### config.mk
export PLATFORM = sky130hd
export DESIGN_NAME = lpmc_top
export DESIGN_NICKNAME = d
export VERILOG_FILES = /design/src/hdl/lpmc_pkg.sv /design/src/hdl/lpmc_wake_if.sv /design/src/hdl/lpmc_sync.sv /design/src/hdl/lpmc_wake_timer.sv /design/src/hdl/lpmc_top.sv
export SDC_FILE = /design/constraint.sdc
export NUM_CORES = 1
export LEC_CHECK = 0
export ABC_AREA = 1
export BUFFER_PORTS_ARGS = -buffer_cell sky130_fd_sc_hd__buf_2
export CORE_MARGIN = 4
export CORE_UTILIZATION = 50
export CTS_BUF_LIST = sky130_fd_sc_hd__clkbuf_4 sky130_fd_sc_hd__clkbuf_8
export DETAILED_ROUTE_END_ITERATION = 16
export PLACE_DENSITY = 0.82
export SYNTH_ARGS = -nofsm -noshare
export SYNTH_HDL_FRONTEND = slang
export SYNTH_SLANG_ARGS = --single-unit
### constraint.sdc
create_clock -name clk -period 2.4 [get_ports clk]
set_clock_uncertainty 0.05 [all_clocks]
set_input_delay 0.6 -clock clk [delete_from_list [all_inputs] [get_ports clk]]
set_output_delay 0.6 -clock clk [all_outputs]
set_load 0.02 [all_outputs]
### src/hdl/lpmc_pkg.sv
// Purpose: shared constants and types of the low power mode controller
// Assumes: 200 MHz system clock
// Notes: times kept in their own unit, cycle counts derived from them
package lpmc_pkg;

   // ***************************************************************
   // clock and timing
   // ***************************************************************
   localparam int CLK_MHZ = 200;
   localparam int FAST_WAKE_US = 6;
   localparam int FAST_WAKE_CYC = FAST_WAKE_US * CLK_MHZ;
   // sync, detect and hand-off cycles spent outside the counter
   localparam int WAKE_OVERHEAD_CYC = 5;
   localparam int WAKE_CNT_W = 11;
   localparam logic [WAKE_CNT_W-1:0] WAKE_LOAD =
      WAKE_CNT_W'(FAST_WAKE_CYC - WAKE_OVERHEAD_CYC);

   // ***************************************************************
   // sizes, synchroniser lanes, reset values
   // ***************************************************************
   localparam int PERIPH_N_DEF = 24;
   localparam int DIV_W_DEF = 3;
   localparam int SYNC_N = 3;
   localparam int SYNC_EXT = 0;
   localparam int SYNC_RTC = 1;
   localparam int SYNC_REF = 2;
   localparam logic RST_ON = 1'h1;
   localparam logic RST_OFF = 1'h0;

   // ***************************************************************
   // power states
   // ***************************************************************
   typedef enum logic [3:0] {
      ST_RUN, ST_WAIT_INT, ST_WAIT_EVT, ST_SERVICE, ST_LP_RUN,
      ST_LP_WAIT, ST_ACT_HALT, ST_HALT, ST_WAKE
   } lpmc_state_e;

   localparam lpmc_state_e RST_STATE = ST_RUN;

endpackage : lpmc_pkg

### src/hdl/lpmc_wake_if.sv
// Purpose: carries synchronised wake inputs and wake timer handshake
// Assumes: all signals in the system clock domain
// Notes: none
`timescale 1ns/1ps
interface lpmc_wake_if;
   logic [lpmc_pkg::SYNC_N-1:0] syncBits;
   logic timerStart;
   logic timerDone;
   modport sync (output syncBits);
   modport timer (input timerStart, output timerDone);
   modport ctrl (input syncBits, input timerDone, output timerStart);
endinterface : lpmc_wake_if

### src/hdl/lpmc_sync.sv
// Purpose: two-flop synchronisers for the asynchronous wake pins
// Assumes: inputs are slow levels from pins or the analog block
// Notes: first stage is read only by the second
`timescale 1ns/1ps
module lpmc_sync (
   // clock and reset
   input wire logic clk,
   input wire logic rst,
   // raw pins
   input wire logic [lpmc_pkg::SYNC_N-1:0] rawIn,
   // synchronised side
   lpmc_wake_if.sync wk
);
   import lpmc_pkg::*;

   logic [SYNC_N-1:0] stage1_reg;
   logic [SYNC_N-1:0] stage2_reg;

   genvar i;
   generate
      for (i = 0; i < SYNC_N; i++) begin : g_lane
         always_ff @(posedge clk or posedge rst) begin
            if (rst) begin
               stage1_reg[i] <= RST_OFF;
               stage2_reg[i] <= RST_OFF;
            end else begin
               stage1_reg[i] <= rawIn[i];
               stage2_reg[i] <= stage1_reg[i];
            end
         end
      end
   endgenerate

   assign wk.syncBits = stage2_reg;

endmodule : lpmc_sync

### src/hdl/lpmc_wake_timer.sv
// Purpose: counts the halt wakeup time before the cpu is released
// Assumes: start is a one-cycle pulse
// Notes: done stays high until the next start
`timescale 1ns/1ps
module lpmc_wake_timer (
   // clock and reset
   input wire logic clk,
   input wire logic rst,
   // handshake
   lpmc_wake_if.timer wk
);
   import lpmc_pkg::*;

   logic [WAKE_CNT_W-1:0] cnt_reg;
   logic busy_reg;
   logic done_reg;
   wire atZero = (cnt_reg == {WAKE_CNT_W{1'h0}});

   // wake time count
   always_ff @(posedge clk or posedge rst) begin
      if (rst) begin
         cnt_reg <= {WAKE_CNT_W{1'h0}};
         busy_reg <= RST_OFF;
         done_reg <= RST_OFF;
      end else if (wk.timerStart) begin
         cnt_reg <= WAKE_LOAD;
         busy_reg <= RST_ON;
         done_reg <= RST_OFF;
      end else if (busy_reg && atZero) begin
         busy_reg <= RST_OFF;
         done_reg <= RST_ON;
      end else if (busy_reg) begin
         cnt_reg <= cnt_reg - WAKE_CNT_W'(1);
      end
   end

   assign wk.timerDone = done_reg;

endmodule : lpmc_wake_timer

### src/hdl/lpmc_top.sv
// Purpose: steps the device between run, wait, low power and halt states
// Assumes: cpu requests, events and pending bits are on clk
// Notes: all outputs registered; decode from the next state
//
// Contract
// after any reset the device is in run with cpu clocked
// wait stops cpu clock, peripherals run; interrupt, event, reset wake
// low power run: slow oscillator, flash off, ulp regulator, software exit
// interrupts stay masked in low power modes and never wake them
// wait event op in low power run enters low power wait
// low power wait wakes on event back to low power run, or reset
// active halt keeps only rtc and slow oscillator; rtc, ext irq wake
// halt stops all clocks, ulp regulator; ext interrupt or reset wake
// configured fast wake from halt completes within 6 us
// halt request ignored while any peripheral interrupt is pending
// wait interrupt op keeps oscillator, main regulator, any irq wakes; only ext or peripheral irq wakes it here, rtc irq is ignored
// each peripheral clock gated by its enable bit in run and wait
// wait stops only the cpu; peripherals and irq controller run
// wait keeps register contents and clock divider unchanged
// interrupt wakes cpu from wait, cpu services it and resumes
// main suspend bit sends cpu back to wait after interrupt routine
// ref off plus fast wake skips reference startup on halt wakeup
// reset overrides every wake source and returns straight to run
`timescale 1ns/1ps
module lpmc_top #(
   parameter int PeriphN = lpmc_pkg::PERIPH_N_DEF,
   parameter int DivW = lpmc_pkg::DIV_W_DEF
) (
   // clock and reset
   input wire logic clk,
   input wire logic rst,
   // cpu requests, one-cycle pulses
   input wire logic waitIntReq,
   input wire logic waitEventReq,
   input wire logic haltReq,
   input wire logic lowPowerRunEnter,
   input wire logic lowPowerRunExit,
   input wire logic intServiceDone,
   // configuration levels
   input wire logic mainSuspendBit,
   input wire logic refOffInHalt,
   input wire logic fastWakeBit,
   input wire logic activeHaltSel,
   input wire logic activeHaltUlp,
   input wire logic [PeriphN-1:0] periphClockEnable,
   input wire logic [DivW-1:0] sysClockDivSel,
   // wake sources on clk
   input wire logic [PeriphN-1:0] periphIrqPending,
   input wire logic wakeEvent,
   // asynchronous pins
   input wire logic extIrqRaw,
   input wire logic rtcIrqRaw,
   input wire logic refReadyRaw,
   // clock and power controls
   output logic cpuClockEn,
   output logic [PeriphN-1:0] periphClockEn,
   output logic rtcClockEn,
   output logic mainOscEn,
   output logic lowSpeedOscEn,
   output logic regulatorUlp,
   output logic flashEn,
   output logic refVoltageEn,
   output logic [DivW-1:0] sysClockDiv,
   // cpu notifications and state
   output logic cpuWakeIrq,
   output logic cpuResume,
   output logic haltRefused,
   output lpmc_pkg::lpmc_state_e modeState
);
   import lpmc_pkg::*;

   // ***************************************************************
   // wake inputs and timer
   // ***************************************************************
   lpmc_wake_if wk ();

   lpmc_sync u_sync (
      .clk(clk),
      .rst(rst),
      .rawIn({refReadyRaw, rtcIrqRaw, extIrqRaw}),
      .wk(wk.sync)
   );

   lpmc_wake_timer u_timer (
      .clk(clk),
      .rst(rst),
      .wk(wk.timer)
   );

   // ***************************************************************
   // decode
   // ***************************************************************
   lpmc_state_e state_reg;
   lpmc_state_e state_next;
   logic fromEvt_reg;
   logic fromEvt_next;

   wire extIrq = wk.syncBits[SYNC_EXT];
   wire rtcIrq = wk.syncBits[SYNC_RTC];
   wire refReady = wk.syncBits[SYNC_REF];
   wire periphIrq = |periphIrqPending;
   wire irqAny = extIrq | periphIrq;
   wire haltTake = haltReq & ~periphIrq;
   wire haltNoTake = haltReq & periphIrq;
   wire waitRef = refOffInHalt & ~fastWakeBit;
   wire wakeReady = wk.timerDone & (~waitRef | refReady);
   wire inRunLike = (state_reg == ST_RUN) | (state_reg == ST_LP_RUN);
   wire enterWake = (state_next == ST_WAKE) & (state_reg != ST_WAKE);
   wire enterServ = (state_next == ST_SERVICE) & (state_reg != ST_SERVICE);
   wire resumeNext = ((state_reg == ST_WAIT_EVT) | (state_reg == ST_LP_WAIT))
                     & wakeEvent;
   wire runNoWait = (state_reg == ST_RUN) & ~waitIntReq & ~waitEventReq;
   wire refusedNext = runNoWait & haltNoTake;

   assign wk.timerStart = enterWake;

   // ***************************************************************
   // next state
   // ***************************************************************
   always_comb begin
      state_next = state_reg;
      fromEvt_next = fromEvt_reg;
      unique case (state_reg)
         ST_RUN: begin
            // wait for interrupt
            if (waitIntReq) state_next = ST_WAIT_INT;
            // wait for event
            else if (waitEventReq) state_next = ST_WAIT_EVT;
            // halt held off
            else if (haltTake) state_next = activeHaltSel ? ST_ACT_HALT : ST_HALT;
            // software entry
            else if (lowPowerRunEnter) state_next = ST_LP_RUN;
         end
         ST_WAIT_INT: begin
            // interrupt wakes cpu
            if (irqAny) state_next = ST_SERVICE;
            if (irqAny) fromEvt_next = 1'h0;
         end
         ST_WAIT_EVT: begin
            // event resumes
            if (wakeEvent) state_next = ST_RUN;
            else if (irqAny) state_next = ST_SERVICE;
            if (!wakeEvent && irqAny) fromEvt_next = 1'h1;
         end
         ST_SERVICE: begin
            // suspend main context
            if (intServiceDone && fromEvt_reg) state_next = ST_WAIT_EVT;
            else if (intServiceDone && mainSuspendBit) state_next = ST_WAIT_INT;
            else if (intServiceDone) state_next = ST_RUN;
         end
         ST_LP_RUN: begin
            // software exit
            if (lowPowerRunExit) state_next = ST_RUN;
            // enter low power wait
            else if (waitEventReq) state_next = ST_LP_WAIT;
         end
         ST_LP_WAIT: begin
            // interrupts ignored here
            // event back to lp run
            if (wakeEvent) state_next = ST_LP_RUN;
         end
         ST_ACT_HALT: begin
            // rtc or ext wake
            if (extIrq || rtcIrq) state_next = ST_WAKE;
         end
         ST_HALT: begin
            // only ext wake
            if (extIrq) state_next = ST_WAKE;
         end
         ST_WAKE: begin
            // reference wait skipped on fast wake
            if (wakeReady) state_next = ST_SERVICE;
            if (wakeReady) fromEvt_next = 1'h0;
         end
      endcase
   end

   // ***************************************************************
   // output decode from next state
   // ***************************************************************
   wire haltNext = (state_next == ST_HALT) | (state_next == ST_ACT_HALT);
   wire lpNext = (state_next == ST_LP_RUN) | (state_next == ST_LP_WAIT);
   // only cpu stops in wait
   wire cpuNext = (state_next == ST_RUN) | (state_next == ST_SERVICE)
                  | (state_next == ST_LP_RUN);
   // per-peripheral gating
   wire [PeriphN-1:0] periphNext = haltNext ? {PeriphN{1'h0}} : periphClockEnable;
   wire mainOscNext = ~haltNext & ~lpNext;
   wire lowOscNext = lpNext | (state_next == ST_ACT_HALT);
   wire rtcNext = (state_next != ST_HALT);
   // ulp in halt, lp modes
   wire ulpNext = lpNext | (state_next == ST_HALT)
                  | ((state_next == ST_ACT_HALT) & activeHaltUlp);
   wire flashNext = ~lpNext & ~haltNext;
   wire refNext = ~(haltNext & refOffInHalt);

   // ***************************************************************
   // state and output registers
   // ***************************************************************
   logic cpuClockEn_reg;
   logic [PeriphN-1:0] periphClockEn_reg;
   logic rtcClockEn_reg;
   logic mainOscEn_reg;
   logic lowSpeedOscEn_reg;
   logic regulatorUlp_reg;
   logic flashEn_reg;
   logic refVoltageEn_reg;
   logic [DivW-1:0] sysClockDiv_reg;
   logic cpuWakeIrq_reg;
   logic cpuResume_reg;
   logic haltRefused_reg;

   // reset lands in run
   // reset beats every wake
   always_ff @(posedge clk or posedge rst) begin
      if (rst) begin
         state_reg <= RST_STATE;
         fromEvt_reg <= RST_OFF;
      end else begin
         state_reg <= state_next;
         fromEvt_reg <= fromEvt_next;
      end
   end

   always_ff @(posedge clk or posedge rst) begin
      if (rst) begin
         cpuClockEn_reg <= RST_ON;
         periphClockEn_reg <= {PeriphN{RST_OFF}};
         rtcClockEn_reg <= RST_ON;
         mainOscEn_reg <= RST_ON;
         lowSpeedOscEn_reg <= RST_OFF;
         regulatorUlp_reg <= RST_OFF;
         flashEn_reg <= RST_ON;
         refVoltageEn_reg <= RST_ON;
      end else begin
         cpuClockEn_reg <= cpuNext;
         periphClockEn_reg <= periphNext;
         rtcClockEn_reg <= rtcNext;
         mainOscEn_reg <= mainOscNext;
         lowSpeedOscEn_reg <= lowOscNext;
         regulatorUlp_reg <= ulpNext;
         flashEn_reg <= flashNext;
         refVoltageEn_reg <= refNext;
      end
   end

   // divider frozen outside run and lp run
   always_ff @(posedge clk or posedge rst) begin
      if (rst) begin
         sysClockDiv_reg <= {DivW{RST_OFF}};
      end else if (inRunLike) begin
         sysClockDiv_reg <= sysClockDivSel;
      end
   end

   always_ff @(posedge clk or posedge rst) begin
      if (rst) begin
         cpuWakeIrq_reg <= RST_OFF;
         cpuResume_reg <= RST_OFF;
         haltRefused_reg <= RST_OFF;
      end else begin
         cpuWakeIrq_reg <= enterServ;
         cpuResume_reg <= resumeNext;
         haltRefused_reg <= refusedNext;
      end
   end

   assign cpuClockEn = cpuClockEn_reg;
   assign periphClockEn = periphClockEn_reg;
   assign rtcClockEn = rtcClockEn_reg;
   assign mainOscEn = mainOscEn_reg;
   assign lowSpeedOscEn = lowSpeedOscEn_reg;
   assign regulatorUlp = regulatorUlp_reg;
   assign flashEn = flashEn_reg;
   assign refVoltageEn = refVoltageEn_reg;
   assign sysClockDiv = sysClockDiv_reg;
   assign cpuWakeIrq = cpuWakeIrq_reg;
   assign cpuResume = cpuResume_reg;
   assign haltRefused = haltRefused_reg;
   assign modeState = state_reg;

   // two sync flops and the detect edge come before the wake state
   localparam logic [WAKE_CNT_W-1:0] WakeBound = WAKE_CNT_W'(FAST_WAKE_CYC - 3);
   wire inWait = (state_reg == ST_WAIT_INT) | (state_reg == ST_WAIT_EVT);
   logic [WAKE_CNT_W-1:0] wakeCnt_reg;
   always_ff @(posedge clk or posedge rst) begin
      if (rst) wakeCnt_reg <= {WAKE_CNT_W{1'h0}};
      else if (state_reg != ST_WAKE) wakeCnt_reg <= {WAKE_CNT_W{1'h0}};
      else if (wakeCnt_reg != {WAKE_CNT_W{1'h1}}) wakeCnt_reg <= wakeCnt_reg + WAKE_CNT_W'(1);
   end
endmodule : lpmc_top

==> results of run 1 <==
==> cell families (layout without fill, tap and decap cells) <==
| logic type | count (synthesis) | in the layout |
|---|---|---|
| AND/OR/NAND/NOR | 170 | 170 |
| buffers and inverters | 67 | 187 |
| flip-flops | 60 | 60 |
| AO/OA/AOI/OAI | 23 | 23 |
| XOR/XNOR | 4 | 4 |
| adder cells (fa/ha/maj) | 1 | 1 |
==> cells in the mapped netlist (all sizes together) <==
cell type / instances
a21oi: 10
and3: 1
buf: 5
dfrtp: 56
dfstp: 4
ha: 1
inv: 62
nand2: 65
nand3: 21
nand3b: 3
nand4: 5
nor2: 64
nor3: 9
nor4: 1
o2111ai: 1
o211ai: 3
o21ai: 9
or2: 1
xor2: 4
==> final cells by class <==
cell class | instances | area, µm²
well taps | 70 | 87.6
inverters | 62 | 233
clock inverters | 7 | 82.6
multi-input cells | 198 | 976
fillers | 419 | 1670
clock buffers | 9 | 124
flip-flops and latches | 60 | 1510
repair buffers | 109 | 561
==> report_power, final <==
part / switching [mW] / internal, mW
logic: 1.19 / 0.577
registers: 0.220 / 1.34
clock network: 0.457 / 0.495
total: 1.87 / 2.42
==> worst paths after layout <==
| path | startpoint | end | slack (ns) | cells after the start |
|---|---|---|---|---|
| worst min register to register | u_sync.stage1_reg[1]$_DFF_PP0_ | u_sync.wk.syncBits[1]$_DFF_PP0_ | 0.30 | 0 |
| worst max register to register | modeState[0]$_DFF_PP0_ | periphClockEn[22]$_DFF_PP0_ | 0.34 | 9 |
| max in group asynchronous | rst | refVoltageEn$_DFF_PP1_ | 1.43 | 3 |
| worst max-delay path | modeState[0]$_DFF_PP0_ | periphClockEn[22]$_DFF_PP0_ | 0.34 | 9 |
| min in group clk | u_sync.stage1_reg[1]$_DFF_PP0_ | u_sync.wk.syncBits[1]$_DFF_PP0_ | 0.30 | 0 |
| worst min-delay path | rst | periphClockEn[20]$_DFF_PP0_ | 0.24 | 2 |
==> per-stage QoR <==
step	hold WS (ns)	util, %	total power [mW]	worst slack (ns)
4_1_cts	0.246	68.2	4.31	0.335
3_5_place_dp	0.285	64.2	3.34	0.152
5_1_grt	0.273	68.2	4.60	0.154
3_3_place_gp	0.282	64.2	3.28	0.262
2_1_floorplan	0.281	-	2.88	0.272
6_report	0.242	68.2	4.28	0.340
==> metal layers <==
metal / wire, µm / track usage (%)
met3: 657 / 8.57
met1: 2520 / 24.9
met5: 0 / 0
met4: 109 / 8.97
met2: 3130 / 32.2
==> impl_metrics.toml, run 1 <==
[synthesis]
synth_mux_area_share_pct = 0
synth_compound_area_share_pct = 4.97
ys_warn_count = 0
ys_types = 32
seq_area_frac_synth_pct = 54.4
avgSynthCellArea_um2 = 8.52
synth_top_area_share_pct = 50.6
syn-instance-count = 325
syn_nets = 394
synth-xor-area-share_pct = 1.27
synth_fa_ha_area_share_pct = 0.452
synth_area_leaders = "dfrtp_1, nand2_1, inv_1"
yosysTopAreaCell = "dfrtp_1"
synthSimpleGateAreaFrac_pct = 28.6
synth_top_family_by_area = "simple AND/OR/NAND/NOR gates"
yosys_register_bits = 60
netlist_area_um2 = 2770

[layout]
final_cells = 515
nets = 509
syn_to_final_growth_pct = 29.0
largest_register_ffs = 24
diodes = 0
final_common_cell = "buf_2"
final_cell_mix = "buf_2, nand2_1, inv_1, dfrtp_1, nor2_1"
drive_gt1_share_pct = 36.0
design_area_um2 = 3570

[critical_path]
cpLargestDelayFamily = "simple AND/OR/NAND/NOR gates"
crit_chain = "inv_2 -> nor3_2 -> nand2_1 -> o21ai_1 -> nor2_1 -> nand3_2 -> inv_2 -> nor2_8 -> nor2_1"
cpPeakStageDelay_ns = 0.60
crit_arrival_ns = 2.23
path_buf_inv = 2
required_ns = 2.57
start_kind = "flop"
endpoint_kind = "flop"
crit_type = "reg2reg"
cp_slowest_cell = "dfrtp_1"
cp_max_fo = 25

[route]
wl_mm = 6.42
num_vias = 2430
drc = 0
ant_nets = 0
wl_per_cell_um = 12.5
dr.pass1.iters = 4
first_iter_violations = 145
viasPerCell = 4.72

[grt]
overflow = 0
grt_pass1_vias = 2294
grt.total_usage_pct = 20.6
grt_first_pass_wirelength_mm = 10.3
grt_max_degree = 36
grt_antenna_before_repair = 0

[clock_tree]
clk_latency_ns = 0.34
clk_root_buffer_cell = "clkbuf_8"
tritoncts = "done"
post-cts-setup-buffer-count = 0
clk_pin_slew_ns = 0.08
cts_resized = 0
cts_made_buffers = 9
hold_buffers = 0
cts_max_level = 3
cts_sinks = 60
cts.path.max_buffers = 2

[timing]
finalCritPeriodShare_pct = 85.8
relSlewSlack_pct = 64.2
slew_violations = 0
rsz0062_at_grt = "false"
final_hold_viol_count = 0
final.min_clock_period_ns = 2.06
fmax_ghz = 0.485
setup_viol = 0
final.setup.tns_ns = 0
tightest_slew_ns = 0.536

[placement]
dp_hpwl_mm = 4.80
gp_congestion = 0.862
io_buffers = 108
dp_cells = 499
placed_area_um2 = 3360

[floorplanning]
initial_utilization_pct = 52.8
core_um2 = 5240
ios = 109
die-area_um2 = 6790
chipWidth_um = 82.4
rows = 26
die_y_um = 82.4

[run_status]
outcome = "finished clean"

[power_and_ir_drop]
p_per_area_nw_per_um2 = 1200
power.leakage_nw = 1.98
ir_drop_mv = 0.768

[worst_hold_path]
hold_path.class = "in2async"

[job]
maxCapViolations = 0
Note: power is estimated with default switching activity, not from simulation.
==> inputs of run 2 (changes only) <==
--- a/config.mk
+++ b/config.mk
@@ -11,7 +11,7 @@
 export CORE_UTILIZATION = 50
 export CTS_BUF_LIST = sky130_fd_sc_hd__clkbuf_4 sky130_fd_sc_hd__clkbuf_8
 export DETAILED_ROUTE_END_ITERATION = 16
-export PLACE_DENSITY = 0.82
+export PLACE_DENSITY = 0.89
 export SYNTH_ARGS = -nofsm -noshare
 export SYNTH_HDL_FRONTEND = slang
 export SYNTH_SLANG_ARGS = --single-unit
==> run 2 against run 1 <==
  * Combinational power rose by 2%
  * Wire length is 2.2% higher
  * Critical path depth grew 2
  * Flip-flop and latch count is the same
  * Die area is the same
  * Utilization increased by 0.96 points
  * First-iteration DRC count up 34%
  * Cell area up 1.4%
  * Sequential power hardly changed
  * Non-clock buffer count is 1 higher
  * Clock power increased by 18%
  * Sequential share of layout area decreased by 0.58 points
==> impl_metrics.toml, run 2 (synthesis results as in run 1) <==
[clock_tree]
cts_resized = 0
cts_sinks = 60
clk_latency_ns = 0.34
cts.path.max_buffers = 2
cts_max_level = 3
cts_made_buffers = 9
hold_buffers = 0
post-cts-setup-buffer-count = 0
tritoncts = "done"
clk_pin_slew_ns = 0.07
clk_root_buffer_cell = "clkbuf_8"

[timing]
final.setup.tns_ns = 0
setup_viol = 0
finalCritPeriodShare_pct = 87.2
tightest_slew_ns = 0.493
worst_slack_ns = 0.308
rsz0062_at_grt = "false"
final.min_clock_period_ns = 2.09
relSlewSlack_pct = 67.0
fmax_ghz = 0.478
slew_violations = 0
final_hold_viol_count = 0

[worst_hold_path]
hold_path.class = "in2async"

[route]
drc = 0
first_iter_violations = 194
wl_per_cell_um = 12.7
num_vias = 2478
viasPerCell = 4.80
dr.pass1.iters = 4
ant_nets = 0
wl_mm = 6.56

[floorplanning]
die-area_um2 = 6790
rows = 26
die_y_um = 82.4
initial_utilization_pct = 52.8
chipWidth_um = 82.4
ios = 109
core_um2 = 5240

[critical_path]
cp_max_fo = 25
worstSetupStartpoint = "modeState[0]$_DFF_PP0_"
endpoint_kind = "flop"
crit_type = "reg2reg"
crit_arrival_ns = 2.25
start_kind = "flop"
r2r-start = "modeState[0]$_DFF_PP0_"
required_ns = 2.56

[job]
maxCapViolations = 0

[layout]
design_area_um2 = 3620
drive_gt1_share_pct = 36.1
diodes = 0
syn_to_final_growth_pct = 30.8
nets = 510
largest_register_ffs = 24
final_cell_mix = "buf_2, nand2_1, inv_1, dfrtp_1, nor2_1"
final_common_cell = "buf_2"
final_util_pct = 69.1

[grt]
grt_first_pass_wirelength_mm = 10.5
grt_antenna_before_repair = 0
grt.total_usage_pct = 21.0
overflow = 0
grt_max_degree = 27
grt_pass1_vias = 2339

[placement]
dp_hpwl_mm = 5.10
io_buffers = 108
gp_congestion = 0.876
dp_slack_ns = 0.205
placed_area_um2 = 3370

[power_and_ir_drop]
power.leakage_nw = 2.01
ir_drop_mv = 0.787
p_per_area_nw_per_um2 = 1240
p_total_mw = 4.49

[run_status]
outcome = "finished clean"
[run 2: cell types whose count changed in the layout (fill, tap and decap cells not counted), sizes merged]
| cell | delta |
|---|---|
| inv | -3 |
| clkinvlp | -1 |
| buf | +1 |
| clkinv | +1 |
| bufinv | +2 |
| clkbuf | +1 |
[run 2: worst paths after layout]
check | depth (start not counted) | end | slack [ns]
worst min register to register | 0 | u_sync.wk.syncBits[1]$_DFF_PP0_ | 0.31
worst max register to register | 11 | periphClockEn[17]$_DFF_PP0_ | 0.31
max in group asynchronous | 3 | rtcClockEn$_DFF_PP1_ | 1.45
worst min-delay path | 2 | periphClockEn[10]$_DFF_PP0_ | 0.22
min in group clk | 0 | u_sync.wk.syncBits[1]$_DFF_PP0_ | 0.31
worst max-delay path | 11 | periphClockEn[17]$_DFF_PP0_ | 0.31
[run 2: where the power goes]
| group | switching [mW] | internal (mW) | leakage (nW) |
|---|---|---|---|
| sequential | 0.221 | 1.35 | 0.722 |
| combinational | 1.23 | 0.579 | 1.17 |
| clock | 0.402 | 0.717 | 0.122 |
| total | 1.85 | 2.64 | 2.01 |
[run 2: final cells by class]
type                            count  area (µm²)
Tap cell                           70        87.6
Clock inverter                      6         111
Inverter                           62         233
Sequential cell                    60        1510
Fill cell                         389        1620
Clock buffer                       10         138
Timing Repair Buffer              110         568
Multi-Input combinational cell    198         976
[run 2: layer usage]
layer	GRT usage [%]	up-vias	routed length, µm
met5	0	-	0
met3	7.81	11	597
li1	-	1228	-
met4	7.97	0	105
met1	24.2	1140	2520
met2	35.4	99	3340
[run 2: through the flow]
| step | instances | hold slack (ns) |
|---|---|---|
| after floorplan | 325 | 0.281 |
| after global placement | 500 | 0.284 |
| after detailed placement | 500 | 0.295 |
| after CTS | 516 | 0.224 |
| after global routing | 516 | 0.243 |
| final | 516 | 0.217 |
[run 2: worst max-delay path, cell delays in order (launching register included)]
cell	delay (ns)
dfrtp_1	0.59
nor2_4	0.08
nand2_1	0.08
nand2_1	0.08
a21oi_2	0.27
inv_2	0.06
nor2_1	0.08
nand2_1	0.07
nand2_2	0.11
nand2_4	0.09
nor2_8	0.32
nor2_1	0.09
==> inputs of run 3 (changes only) <==
--- a/config.mk
+++ b/config.mk
@@ -6,12 +6,12 @@
 export NUM_CORES = 1
 export LEC_CHECK = 0
 export ABC_AREA = 1
-export BUFFER_PORTS_ARGS = -buffer_cell sky130_fd_sc_hd__buf_2
 export CORE_MARGIN = 4
-export CORE_UTILIZATION = 50
+export CORE_UTILIZATION = 56
 export CTS_BUF_LIST = sky130_fd_sc_hd__clkbuf_4 sky130_fd_sc_hd__clkbuf_8
 export DETAILED_ROUTE_END_ITERATION = 16
-export PLACE_DENSITY = 0.89
+export DONT_BUFFER_PORTS = 1
+export PLACE_DENSITY = 0.78
 export SYNTH_ARGS = -nofsm -noshare
 export SYNTH_HDL_FRONTEND = slang
 export SYNTH_SLANG_ARGS = --single-unit
==> run 3 against run 2 <==
  * Sequential power is 17% higher
  * Clock-buffer cell count rose by 1
  * Global-route usage down 1.6 points
  * Highest routed layer unchanged
  * Sequential share of layout area increased by 7.1 points
  * Hold slack got worse by 0.094 ns
  * Clock power barely moved
  * Critical path type unchanged
  * Critical path depth stayed put
  * Register-to-register slack lost 0.04 ns
  * Setup slack worse by 0.043 ns
  * Utilization shrank 4.1 points
  * Power fell by 5.4%
  * Via count decreased by 17%
==> impl_metrics.toml, run 3 (synthesis results as in run 1) <==
[run_status]
outcome = "finished clean"

[critical_path]
cpLargestDelayFamily = "simple AND/OR/NAND/NOR gates"
start_kind = "flop"
worstSetupStartpoint = "modeState[0]$_DFF_PP0_"
crit_type = "reg2reg"
crit_arrival_ns = 2.29
required_ns = 2.56
path_buf_inv = 1
cp_slowest_cell = "dfrtp_1"
cp_max_fo = 25
crit_chain = "nor2_4 -> nand2_1 -> nand2_1 -> a21oi_2 -> inv_2 -> nor2_1 -> nand2_1 -> nand2_2 -> nand2_4 -> nor2_8 -> nor2_1"
endpoint_kind = "flop"
r2r-start = "modeState[0]$_DFF_PP0_"
cp_common_cell = "nand2_1"
cpPeakStageDelay_ns = 0.70

[grt]
grt_first_pass_wirelength_mm = 9.19
overflow = 0
grt_pass1_vias = 1968
grt_antenna_before_repair = 0
grt_max_degree = 38
grt.total_usage_pct = 19.4

[floorplanning]
die_y_um = 78.3
initial_utilization_pct = 58.2
rows = 25
die-area_um2 = 6130
core_um2 = 4750
chipWidth_um = 78.3
ios = 109

[layout]
design_area_um2 = 3090
multi_input_comb_area_um2 = 976
final_common_cell = "nand2_1"
final_cell_mix = "nand2_1, inv_1, dfrtp_1"
final_util_pct = 65.1
syn_to_final_growth_pct = 11.8
drive_gt1_share_pct = 15.9
nets = 403
diodes = 0
largest_register_ffs = 24
final_cells = 406
fillers = 389
seq_area_um2 = 1510

[power_and_ir_drop]
p_clk_share_pct = 26.9
power_frac_comb_pct = 29.8
p_seq_share_pct = 43.3
p_switching_mw = 1.73
p_per_area_nw_per_um2 = 1370
power.leakage_nw = 1.59
p_total_mw = 4.25
power_report.internal_total_mw = 2.52
swShare_pct = 40.7
ir_drop_mv = 0.859

[timing]
final.min_clock_period_ns = 2.14
setup_viol = 0
tightest_slew_ns = 0.568
slew_violations = 0
final_hold_viol_count = 0
fmax_ghz = 0.468
finalCritPeriodShare_pct = 89.0
rsz0062_at_grt = "false"
final.setup.tns_ns = 0
relSlewSlack_pct = 62.1

[clock_tree]
cts_made_buffers = 9
cts_max_level = 3
clk_root_buffer_cell = "clkbuf_8"
cts_resized = 0
hold_buffers = 0
clk_pin_slew_ns = 0.07
clk_latency_ns = 0.33
tritoncts = "done"
post-cts-setup-buffer-count = 0
cts_sinks = 60
cts.path.max_buffers = 2

[route]
dr.pass1.iters = 4
first_iter_violations = 200
num_vias = 2052
wl_mm = 5.60
viasPerCell = 5.05
ant_nets = 0
wl_per_cell_um = 13.8
drc = 0

[placement]
gp_congestion = 0.841
dp_hpwl_mm = 4.20
dp_cells = 390
io_buffers = 0
placed_area_um2 = 2830

[job]
maxCapViolations = 0

[worst_hold_path]
hold_path.class = "in2async"
==> run 3: through the flow <==
stage,hold slack [ns],setup slack (ns)
6_report,0.123,0.265
2_1_floorplan,0.281,0.272
5_1_grt,0.146,0.0466
4_1_cts,0.125,0.253
3_5_place_dp,0.288,0.257
3_3_place_gp,0.283,0.329
==> run 3: worst paths after layout <==
check,depth (start not counted),slack (ns),to
worst max-delay path,11,0.26,periphClockEn[19]$_DFF_PP0_
worst min-delay path,1,0.12,periphClockEn[19]$_DFF_PP0_
worst max register to register,11,0.26,periphClockEn[19]$_DFF_PP0_
worst min register to register,0,0.30,u_sync.wk.syncBits[2]$_DFF_PP0_
max in group asynchronous,2,1.56,cpuClockEn$_DFF_PP1_
min in group clk,0,0.25,u_sync.stage1_reg[1]$_DFF_PP0_
==> run 3: per-layer routing <==
layer	vias to the layer above	GRT usage, %	share of wire [%]
met1	939	24.4	41
li1	1014	-	-
met5	-	0	0
met2	91	28.7	48
met3	8	7.80	9.6
met4	0	10.1	1.7
==> run 3: final cells by class <==
cell class                      instances  share of cell area (%)
Clock buffer                           11                    4.89
Timing Repair Buffer                    3                    1.13
Sequential cell                        60                    48.7
Multi-Input combinational cell        198                    31.6
Tap cell                               67                    2.71
Inverter                               62                    7.52
Clock inverter                          5                    3.48
==> run 3: power groups by stage <==
stage / sequential [mW] / clock, mW / combinational, mW
finish: 1.84 / 1.14 / 1.27
global route: 1.89 / 1.21 / 1.45
CTS: 1.84 / 1.16 / 1.27
detailed placement: 1.85 / 0 / 1.26
global placement: 1.85 / 0 / 1.21
floorplan: 1.76 / 0 / 1.11
